===== src/common/bsel_defs.svh =====
// register offsets, field positions, reset values and timing counts
`ifndef BSEL_DEFS_SVH
`define BSEL_DEFS_SVH

// ----------------------------------------
// register byte offsets
// ----------------------------------------
`define BSEL_ADR_CPC 8'h00
`define BSEL_ADR_BANK 8'h04
`define BSEL_ADR_STATUS 8'h08
`define BSEL_ADR_SECURITY 8'h0C
`define BSEL_ADR_ERASE 8'h10

// ----------------------------------------
// command codes in chip_program_control, and the erase register key
// ----------------------------------------
`define BSEL_CPC_TO_LOADER 8'h03
`define BSEL_CPC_UPDATE 8'h01
`define BSEL_CPC_SOFT_RESTART 8'h83
`define BSEL_ERASE_KEY 8'hA5

// ----------------------------------------
// security and option bit positions
// ----------------------------------------
`define BSEL_SEC_LOCK 0
`define BSEL_SEC_TREAD_INH 1
`define BSEL_SEC_REBOOT_AB 4
`define BSEL_SEC_REBOOT_C 5
`define BSEL_SEC_CLK_HIGH 7

// ----------------------------------------
// status bit positions
// ----------------------------------------
`define BSEL_ST_LOADER 0
`define BSEL_ST_UPDATE 1
`define BSEL_ST_PROG 2
`define BSEL_ST_LOCKED 3
`define BSEL_ST_RESTART 4

// ----------------------------------------
// reset values and timing
// ----------------------------------------
`define BSEL_SEC_ERASED 8'hFF
`define BSEL_REG_RESET 8'h00
`define BSEL_CLK_MHZ 100
`define BSEL_RESTART_NS 40
`define BSEL_RESTART_CYC ((`BSEL_RESTART_NS * `BSEL_CLK_MHZ + 999) / 1000)

`endif


===== src/common/bsel_pkg.sv =====
// types shared by the boot select block
package bsel_pkg;
	typedef logic [7:0] bsel_byte_t;
	typedef enum logic [1:0] {
		BSEL_SAMPLE,
		BSEL_RUN,
		BSEL_RESTART
	} bsel_phase_t;
	typedef struct packed {
		bsel_phase_t phase;
		logic loader;
		logic update_en;
		bsel_byte_t cpc;
		bsel_byte_t bank;
		logic [3:0] rst_cnt;
		logic idle_q;
		logic ack;
		logic [31:0] rdat;
	} bsel_state_t;
endpackage : bsel_pkg


===== src/common/bsel_sec_if.sv =====
// link between control logic and the security bit store
`timescale 1ns/10ps
`default_nettype none
interface bsel_sec_if;
	logic wr;
	logic erase;
	logic [7:0] wdata;
	logic [7:0] bits;
	modport ctrl (output wr, output erase, output wdata, input bits);
	modport store (input wr, input erase, input wdata, output bits);
endinterface : bsel_sec_if
`default_nettype wire


===== src/hdl/bsel_sync.sv =====
// two-flop synchroniser for pin levels
`timescale 1ns/10ps
`default_nettype none
module bsel_sync #(
	parameter int W = 1
) (
	input wire logic clk,
	input wire logic [W-1:0] d,
	output logic [W-1:0] q
);
	typedef struct packed {
		logic [W-1:0] s1;
		logic [W-1:0] s2;
	} bsel_sync_t;
	bsel_sync_t st;
	bsel_sync_t next_st;

	// no reset so straps are tracked while reset is held
	always_comb begin
		next_st.s1 = d;
		next_st.s2 = st.s1;
	end

	always_ff @(posedge clk) begin
		st <= next_st;
	end

	assign q = st.s2;
endmodule : bsel_sync
`default_nettype wire


===== src/hdl/bsel_secbits.sv =====
// security and option bit store
`include "bsel_defs.svh"
`timescale 1ns/10ps
`default_nettype none
module bsel_secbits (
	input wire logic clk,
	input wire logic rstn,
	bsel_sec_if.store sec
);
	typedef struct packed {
		logic [7:0] bits;
	} bsel_sec_t;
	bsel_sec_t st;
	bsel_sec_t next_st;

	always_comb begin
		next_st = st;
		if (sec.erase) begin
			next_st.bits = `BSEL_SEC_ERASED;
		end else if (sec.wr) begin
			// bits only move from 1 to 0
			next_st.bits = st.bits & sec.wdata;
		end
	end

	// stands in for nonvolatile cells; reset models the erased part
	always_ff @(posedge clk or negedge rstn) begin
		if (!rstn) begin
			st.bits <= `BSEL_SEC_ERASED;
		end else begin
			st <= next_st;
		end
	end

	assign sec.bits = st.bits;
endmodule : bsel_secbits
`default_nettype wire


===== src/hdl/bsel_top.sv =====
// boot memory selection and code security control
`include "bsel_defs.svh"
`timescale 1ns/10ps
`default_nettype none
module bsel_top (
	input wire logic clk,
	input wire logic rstn,
	input wire logic wb_cyc_i,
	input wire logic wb_stb_i,
	input wire logic wb_we_i,
	input wire logic [7:0] wb_adr_i,
	input wire logic [3:0] wb_sel_i,
	input wire logic [31:0] wb_dat_i,
	output logic [31:0] wb_dat_o,
	output logic wb_ack_o,
	input wire logic strap_pin_a,
	input wire logic strap_pin_b,
	input wire logic strap_pin_c,
	input wire logic writer_mode,
	input wire logic cpu_idle,
	input wire logic tread_from_external,
	output logic boot_from_loader,
	output logic core_restart,
	output logic flash_update_en,
	output logic [7:0] flash_bank_select,
	output logic tread_internal_ok,
	output logic writer_flash_ok,
	output logic clk_range_high
);
	localparam logic [3:0] RESTART_CYC = 4'(`BSEL_RESTART_CYC);

	// ----------------------------------------
	// pin synchronisers
	// ----------------------------------------
	logic [3:0] pins_s;
	logic strap_a_s;
	logic strap_b_s;
	logic strap_c_s;
	logic prog_s;

	bsel_sync #(
		.W(4)
	) u_sync (
		.clk(clk),
		.d({writer_mode, strap_pin_c, strap_pin_b, strap_pin_a}),
		.q(pins_s)
	);

	assign strap_a_s = pins_s[0];
	assign strap_b_s = pins_s[1];
	assign strap_c_s = pins_s[2];
	assign prog_s = pins_s[3];

	// ----------------------------------------
	// security bit store
	// ----------------------------------------
	bsel_sec_if sec ();

	bsel_secbits u_sec (
		.clk(clk),
		.rstn(rstn),
		.sec(sec)
	);

	logic locked;
	logic sec_open;
	logic reboot_req;

	// lock bit low refuses security register and writer flash access
	assign locked = ~sec.bits[`BSEL_SEC_LOCK];
	assign sec_open = prog_s & ~locked;

	// reboot decision on the strap levels
	assign reboot_req =
		(~sec.bits[`BSEL_SEC_REBOOT_AB] & ~strap_a_s & ~strap_b_s)
		| (~sec.bits[`BSEL_SEC_REBOOT_C] & ~strap_c_s);

	// ----------------------------------------
	// bus decode
	// ----------------------------------------
	bsel_pkg::bsel_state_t st;
	bsel_pkg::bsel_state_t next_st;
	logic bus_req;
	logic bus_wr;
	logic bus_rd;
	logic lane0;

	// a held request is not taken again in its ack cycle
	assign bus_req = wb_cyc_i & wb_stb_i & ~st.ack;
	assign bus_wr = bus_req & wb_we_i;
	assign bus_rd = bus_req & ~wb_we_i;
	assign lane0 = wb_sel_i[0];

	logic wr_cpc;
	logic wr_bank;
	logic wr_sec;
	logic wr_erase;
	logic idle_rise;

	assign wr_cpc = bus_wr & lane0 & (wb_adr_i == `BSEL_ADR_CPC);
	assign wr_bank = bus_wr & lane0 & (wb_adr_i == `BSEL_ADR_BANK);
	assign wr_sec = bus_wr & lane0 & (wb_adr_i == `BSEL_ADR_SECURITY);
	assign wr_erase = bus_wr & lane0 & (wb_adr_i == `BSEL_ADR_ERASE);
	assign idle_rise = cpu_idle & ~st.idle_q;

	// security writes only in writer mode and while unlocked
	assign sec.wr = wr_sec & sec_open;
	assign sec.wdata = wb_dat_i[7:0];
	// erase-all is the one way back to ones, even when locked
	assign sec.erase = wr_erase & prog_s
		& (wb_dat_i[7:0] == `BSEL_ERASE_KEY);

	// ----------------------------------------
	// read mux
	// ----------------------------------------
	logic [31:0] rd_val;
	logic [7:0] status;

	always_comb begin
		status = 8'h00;
		status[`BSEL_ST_LOADER] = st.loader;
		status[`BSEL_ST_UPDATE] = st.update_en;
		status[`BSEL_ST_PROG] = prog_s;
		status[`BSEL_ST_LOCKED] = locked;
		status[`BSEL_ST_RESTART] = (st.phase == bsel_pkg::BSEL_RESTART);
		rd_val = 32'h0000_0000;
		case (wb_adr_i)
			`BSEL_ADR_CPC: begin
				rd_val[7:0] = st.cpc;
			end
			`BSEL_ADR_BANK: begin
				rd_val[7:0] = st.bank;
			end
			`BSEL_ADR_STATUS: begin
				rd_val[7:0] = status;
			end
			`BSEL_ADR_SECURITY: begin
				// outside writer mode or when locked this reads zero
				if (sec_open) begin
					rd_val[7:0] = sec.bits;
				end
			end
			default: begin
				rd_val = 32'h0000_0000;
			end
		endcase
	end

	// ----------------------------------------
	// control state
	// ----------------------------------------
	always_comb begin
		next_st = st;
		next_st.idle_q = cpu_idle;
		// every address is answered, unmapped ones with zero
		next_st.ack = bus_req;
		if (bus_rd) begin
			next_st.rdat = rd_val;
		end
		case (st.phase)
			bsel_pkg::BSEL_SAMPLE: begin
				// straps have settled through the sync while reset was low
				next_st.loader = reboot_req;
				next_st.update_en = 1'b0;
				next_st.cpc = `BSEL_REG_RESET;
				next_st.bank = `BSEL_REG_RESET;
				next_st.phase = bsel_pkg::BSEL_RUN;
			end
			bsel_pkg::BSEL_RUN: begin
				if (wr_bank) begin
					next_st.bank = wb_dat_i[7:0];
				end
				if (wr_cpc && wb_dat_i[7:0] == `BSEL_CPC_SOFT_RESTART) begin
					next_st.loader = 1'b0;
					next_st.update_en = 1'b0;
					next_st.cpc = `BSEL_REG_RESET;
					next_st.bank = `BSEL_REG_RESET;
					next_st.rst_cnt = RESTART_CYC;
					next_st.phase = bsel_pkg::BSEL_RESTART;
				end else if (wr_cpc) begin
					next_st.cpc = wb_dat_i[7:0];
				end else if (idle_rise
						&& st.cpc == `BSEL_CPC_TO_LOADER) begin
					next_st.loader = 1'b1;
					next_st.update_en = 1'b1;
					next_st.cpc = `BSEL_REG_RESET;
					next_st.rst_cnt = RESTART_CYC;
					next_st.phase = bsel_pkg::BSEL_RESTART;
				end else if (idle_rise
						&& st.cpc == `BSEL_CPC_UPDATE) begin
					// update runs alongside the application, no restart
					next_st.update_en = 1'b1;
				end
			end
			bsel_pkg::BSEL_RESTART: begin
				// CPC and bank writes are dropped while the core is held
				if (st.rst_cnt <= 4'h1) begin
					next_st.rst_cnt = 4'h0;
					next_st.phase = bsel_pkg::BSEL_RUN;
				end else begin
					next_st.rst_cnt = st.rst_cnt - 4'h1;
				end
			end
			default: begin
				next_st.phase = bsel_pkg::BSEL_SAMPLE;
			end
		endcase
	end

	always_ff @(posedge clk or negedge rstn) begin
		if (!rstn) begin
			st.phase <= bsel_pkg::BSEL_SAMPLE;
			st.loader <= 1'b0;
			st.update_en <= 1'b0;
			st.cpc <= `BSEL_REG_RESET;
			st.bank <= `BSEL_REG_RESET;
			st.rst_cnt <= 4'h0;
			st.idle_q <= 1'b0;
			st.ack <= 1'b0;
			st.rdat <= 32'h0000_0000;
		end else begin
			st <= next_st;
		end
	end

	// ----------------------------------------
	// outputs
	// ----------------------------------------
	assign wb_ack_o = st.ack;
	assign wb_dat_o = st.rdat;
	assign boot_from_loader = st.loader;
	assign core_restart = (st.phase != bsel_pkg::BSEL_RUN);
	assign flash_update_en = st.update_en;
	assign flash_bank_select = st.bank;
	// internal code hidden only from external table reads
	assign tread_internal_ok = sec.bits[`BSEL_SEC_TREAD_INH]
		| ~tread_from_external;
	assign writer_flash_ok = prog_s & ~locked;
	// set by the programmer per crystal range; passed on as is
	assign clk_range_high = sec.bits[`BSEL_SEC_CLK_HIGH];
endmodule : bsel_top
`default_nettype wire


===== config.mk =====
export PLATFORM = sky130hd
export DESIGN_NAME = bsel_top
export DESIGN_NICKNAME = d
export VERILOG_FILES = /design/src/common/bsel_pkg.sv /design/src/common/bsel_sec_if.sv /design/src/hdl/bsel_sync.sv /design/src/hdl/bsel_secbits.sv /design/src/hdl/bsel_top.sv
export VERILOG_INCLUDE_DIRS = /design/src /design/src/common
export SDC_FILE = /design/constraint.sdc
export NUM_CORES = 1
export LEC_CHECK = 0
export BUFFER_PORTS_ARGS = -buffer_cell sky130_fd_sc_hd__buf_4
export CAP_MARGIN = 20
export CORE_ASPECT_RATIO = 1.25
export CORE_MARGIN = 4
export CORE_UTILIZATION = 50
export DETAILED_ROUTE_END_ITERATION = 8
export PLACE_DENSITY = 0.81
export SLEW_MARGIN = 25
export SYNTH_ARGS = -nofsm -noshare
export SYNTH_HDL_FRONTEND = slang
export SYNTH_SLANG_ARGS = --single-unit
export TNS_END_PERCENT = 100

===== constraint.sdc =====
create_clock -name clk -period 1.9 [get_ports clk]
set_input_delay 0.38 -clock clk [delete_from_list [all_inputs] [get_ports clk]]
set_output_delay 0.38 -clock clk [all_outputs]
set_load 0.05 [all_outputs]

After elaboration in Yosys (flattened, before gate mapping)
Cells that the tools add are included.
{ "word_totals": {"inputBits": 55, "out_inout_bits": 47, "elab_cells": 96, "register_bits": 50} }
{ "op_classes": {"n_eq_ne": 17, "muxes": 21, "add_sub_neg": 1, "reduce_logical": 14, "n_lt_le_gt_ge": 1, "n_bitwise": 30} }
{ "ops": {"columns": ["cell", "count"], "rows": [
  ["8-bit two-way mux", 7],
  ["18-bit case mux with 2 select lines", 1],
  ["8-bit case mux with 4 select lines", 1],
  ["4-bit two-way mux", 5],
  ["1-bit AND", 17],
  ["8-bit by 4-bit == test with 1-bit output, second input constant", 2],
  ["8-bit == test, second input constant", 2],
  ["12-bit two-way mux", 1],
  ["3-bit AND reduction", 4],
  ["1-bit NOT", 10],
  ["3-bit inequality test, second input constant", 3],
  ["8-bit AND", 1],
  ["8-bit by 1-bit == test with 1-bit output, second input constant", 1],
  ["8-bit by 2-bit == test with 1-bit output, second input constant", 1],
  ["8-bit by 3-bit == test with 1-bit output, second input constant", 1],
  ["8-bit by 5-bit == test with 1-bit output, second input constant", 1],
  ["8-bit logical NOT", 1],
  ["4-bit inequality test, second input constant", 2],
  ["4-bit case mux with 2 select lines", 1],
  ["2-bit case mux with 3 select lines", 1],
  ["2-bit nonzero test", 3],
  ["4-bit by 1-bit less-or-equal comparator with 1-bit output, second input constant", 1],
  ["2-bit by 1-bit inequality test with 1-bit output, second input constant", 2],
  ["2-bit AND reduction", 2],
  ["other kinds (9)", 13]
]} }

Longest topological paths before layout
{ "depth": {"word_depth": 8, "ltp_mapped": 6, "depth_no_buf": 6} }

By module
Synthesis repeated with hierarchy kept, for this count alone.
{ "unflattened": {"cells_unflattened": 296, "area_unflattened_um2": 2802.7} }
{ "modules_own_cells": {"columns": ["mod", "area_each_um2", "seq_area_each_um2", "cells_each", "instances"], "rows": [
  ["bsel_top", 2317.2, 850.8, 263, 1],
  ["bsel_secbits", 325.3, 210.2, 25, 1],
  ["bsel_sync", 160.2, 160.2, 8, 1]
]} }

Least setup slack after synthesis
Ideal clock, no wire load.
{ "synth_timing": {"kind": "input-to-reg", "start": "in wb_adr_i[5]", "end": "reg st (netlist bit flash_update_en)", "path_stages": 6, "t_arrival_ns": 2.070, "setup_time_ns": 0.127, "required_time_ns": 1.773, "path_buffers": 2, "setup_slack_ns": -0.296, "path_cell_list": "or4_1 -> buf_2 -> or4_4 -> buf_6 -> o21ai_4 -> o2bb2a_1"} }
{ "synth_via": {"elab_chain_len": 5, "word_cells_on_any_way": 8, "classes_between": "eq/ne (2); mux (2); bitwise (1); reduce/logical (3)"} }
{ "synth_rtl": {"columns": ["item", "line", "rtl"], "rows": [
  ["start: declaration", "bsel_top.sv:11", "input wire logic [7:0] wb_adr_i,"],
  ["8-bit logical NOT (no source line) (*)", null, null],
  ["1-bit AND (*)", "bsel_top.sv:100", "assign wr_cpc = bus_wr & lane0 & (wb_adr_i == `BSEL_ADR_CPC);"],
  ["1-bit logical AND (no source line)", null, null],
  ["4-bit inequality test (no source line) (tied with other cells)", null, null],
  ["3-bit AND reduction (no source line) / 18-bit case mux with 2 select lines (equally long branches)", null, null],
  ["end signal: assignment", "bsel_top.sv:222", "st <= next_st;"],
  ["end: declaration", "bsel_top.sv:81", "bsel_pkg::bsel_state_t st;"]
]} }
Mark *: on every way between the ends. The rest lies on a longest branch, timed or not.
A chain may end at the register's enable or synchronous reset.

Worst setup path after layout
{ "layout_timing": {"start": "in wb_adr_i[2]", "end": "reg st (netlist bit boot_from_loader)"} }
{ "layout_via": {"elab_chain_len": 5, "word_cells_on_any_way": 8, "classes_between": "eq/ne (2); mux (2); bitwise (1); reduce/logical (3)"} }
{ "layout_rtl": {"columns": ["item", "line"], "rows": [
  ["8-bit logical NOT (no source line) (*)", null],
  ["1-bit AND (*)", "bsel_top.sv:100"],
  ["1-bit logical AND (no source line)", null],
  ["3-bit inequality test (no source line) / 12-bit two-way mux (equally long branches)", null],
  ["3-bit AND reduction (no source line) / 18-bit case mux with 2 select lines (equally long branches)", null]
]} }
Marks and branches as above.

==> results_dict.tcl <==
set metrics [dict create \
    via_per_inst 5.95 \
    cts_max_level 2 \
    clk_latency_ns 0.30 \
    path_common_cell "or4_4" \
    grt_use_total_pct 22.2 \
    instances_no_fill 424 \
    reg2reg_depth 4 \
    routed_wl_um 7380 \
    grt_max_degree 43 \
    row_count 30 \
    critPathKind "in2reg" \
    syn_inst 305 \
    area_growth_pct 19.7 \
    grt_pass1_vias 2461 \
    internal-power_w 0.00156 \
    fp.dieArea_sq_um 6860 \
    synth.avg_cell_area_sq_um 9.16 \
    drive_gt1_share_pct 29.2 \
    via_count 2522 \
    cts-buffers-inserted 5 \
    p_clk_share_pct 34.3 \
    cts-root-buf "clkbuf_8" \
    routedWlPerCell_um 17.4 \
    yosys_warnings 0 \
    dp_cells 415 \
    hold_violations 0 \
    tns_ns 0 \
    p_per_area_nw_per_um2 638 \
    gp_congestion 0.907 \
    antenna_found_initial 0 \
    irDropWorstVdd_v 0.000444 \
    async_flop_share_pct 84.0 \
    cp_data_arrival_time_ns 2.07 \
    ys.flop_type "dfrtp_1" \
    n_antenna_cell 0 \
    max_stage_delay_ns 0.58 \
    portBuffers 50 \
    p_seq_share_pct 51.0 \
    p_leak_nw 1.54 \
    critPathMaxFanout 6 \
    min_period_ns 1.90 \
    yosysUniqueCellTypes 48 \
    initial_core_util_pct 51.3 \
    syn_area_sq_um 2790 \
    finish.utilization_pct 61.4 \
    crit_path_top_delay_cell "or4_4" \
    path_cells "buf_8, or4_4, or4_4, o311ai_0, a31oi_1" \
    synth_edf_count 0 \
    ys_seq_area_share_pct 43.7 \
    tightest_slew_ns 0.569 \
    crit_path_start_kind "input port" \
    setup.worst_path.end_class "flop" \
    fillers 456 \
    grt_overflow 0 \
    cts_sinks 50 \
    power_switching_w 0.000572 \
    ant_nets 0 \
    pin_count 102 \
    dp_hpwl_um 5560 \
    hold_buffers 0 \
    hold-worst-slack_ns 0.0538 \
    clk_pin_slew_ns 0.09 \
    synth.ff_latch_count 50 \
    slew_headroom_pct 62.0 \
    max_freq_ghz 0.526 \
    core_area_sq_um 5440 \
    p_comb_share_pct 14.7 \
    die_h_um 91.6 \
    fin_crit_sh_pct 100 \
    cts_tree "yes" \
    outcome "finished, final reports clean" \
    skew_ns 0.00727 \
    sw_frac_of_total_pct 26.8 \
    hp-class "in2async" \
    setup_violations 0 \
    final_nets 416 \
    die_w_um 74.9 \
    drc_errors 0 \
    slew_violations 0 \
    required_ns 2.07 \
    cap_viol_max_count 0 \
    clockBufferDepth 2 \
    grt_first_pass_wirelength_um 11700 \
    rsz0062_at_grt "true" \
    drt_iter0_markers 294 \
    dr.pass1.iters 5 \
]
-- state kept, by name (all words and copies together) (netlist names) --
register	count
flash_update_en	1
u_sync.next_st	4
wb_dat_o	8
st	15
flash_bank_select	8
boot_from_loader	1
u_sec.sec.bits	8
wb_ack_o	1
u_sync.q	4
-- metrics by stage --
step                setup slack [ns]  cell area, sq um  power, W
global route                 -0.0341              3340   0.00221
detailed placement            -0.393              3200   0.00142
floorplan                     -0.235              2910   0.00133
finish                      0.000516              3340   0.00213
global placement              -0.374              3200   0.00141
CTS                        0.0000211              3320   0.00214
-- synthesized netlist by cell type, types with 2 or more instances --
| master | number | area (sq um) |
|---|---|---|
| nor4_1 | 3 | 18.8 |
| a31oi_1 | 5 | 31.3 |
| and2_1 | 8 | 50.1 |
| a21oi_1 | 5 | 25.0 |
| nor3_1 | 5 | 25.0 |
| nand2_1 | 37 | 139 |
| clkbuf_1 | 8 | 30.0 |
| mux2i_1 | 5 | 50.1 |
| dfstp_2 | 8 | 210 |
| dfrtp_1 | 34 | 851 |
| nor2b_1 | 6 | 37.5 |
| o211ai_1 | 2 | 15.0 |
| nand2b_1 | 5 | 31.3 |
| o21ai_0 | 27 | 135 |
| a221oi_1 | 5 | 43.8 |
| o21ai_1 | 2 | 10.0 |
| buf_2 | 3 | 15.0 |
| buf_4 | 40 | 300 |
| or4_1 | 4 | 30.0 |
| or4_4 | 2 | 22.5 |
| nor4b_1 | 3 | 26.3 |
| a32oi_1 | 11 | 96.3 |
| o221ai_1 | 2 | 17.5 |
| ha_1 | 2 | 25.0 |
| nand4_1 | 12 | 75.1 |
| nor2_1 | 13 | 48.8 |
| inv_1 | 12 | 45.0 |
| dfxtp_1 | 8 | 160 |
| o31ai_1 | 9 | 67.6 |
-- final timing paths --
check / startpoint / slack (ns) / to
min in group clk: writer_mode / 0.17 / u_sync.next_st[3]$_DFF_P_
min: rstn / 0.05 / flash_bank_select[2]$_DFFE_PN0P_
max: wb_adr_i[2] / 0.0005 / boot_from_loader$_DFFE_PN0P_
max in group asynchronous: rstn / 1.46 / u_sec.sec.bits[5]$_DFFE_PN1P_
min reg2reg: u_sync.next_st[2]$_DFF_P_ / 0.33 / u_sync.q[2]$_DFF_P_
max reg2reg: wb_ack_o$_DFF_PN0_ / 0.10 / boot_from_loader$_DFFE_PN0P_
-- kinds of logic after synthesis --
| group | share of synthesized area [%] |
|---|---|
| buf+inv | 14.7 |
| flops | 43.7 |
| mux | 2.33 |
| simple gates | 19.7 |
| other cells | 0.134 |
| compound gates | 18.5 |
| fa+ha+maj | 0.896 |
-- cell type report --
class	instances	area, sq um	share of cell area [%]
Tap cell	64	80.1	2.39
Inverter	12	45.0	1.35
Sequential cell	50	1220	36.5
Timing Repair Buffer	78	609	18.2
Multi-Input combinational cell	212	1280	38.3
Clock buffer	7	76.3	2.28
Clock inverter	1	30.0	0.898
-- worst max-delay path, delay by kind of cell --
kind / cells / cell delay, ns
compound gates: 2 / 0.47
buf+inv: 1 / 0.10
simple gates: 2 / 1.12
-- power groups by stage --
stage | logic (W) | clock network (W) | registers [W]
2_1_floorplan | 0.000215 | 0 | 0.00112
3_3_place_gp | 0.000304 | 0 | 0.00111
3_5_place_dp | 0.000307 | 0 | 0.00111
4_1_cts | 0.000308 | 0.000743 | 0.00109
5_1_grt | 0.000335 | 0.000790 | 0.00109
6_report | 0.000314 | 0.000732 | 0.00109
-- layer usage --
layer  vias up  GRT usage, %  wire (um)
met5         -             0          0
met4         0          12.8        359
met3        35          3.65        547
met2       142          37.1       3790
met1      1200          25.7       2680
li1       1145             -          -
-- cell usage in the layout, fill, tap and decap left out, types with 8 or more instances in the layout --
cell type and instances:
conb_1 24, and2_1 8, dfstp_2 8, dfxtp_1 8
inv_1 12, buf_4 75, o21ai_0 26, o31ai_1 8
nand2_1 37, nor2_1 13, a32oi_1 11, nand4_1 12
dfrtp_1 34
-- what timing repair did --
action                     4_1_cts  5_1_grt
gates resized for setup          4        4
setup endpoints to repair       12        4
hold endpoints to repair         0        0
setup buffers                    0        1
pin swaps                        1        3
No activity file was read; power rests on OpenSTA's default activity.
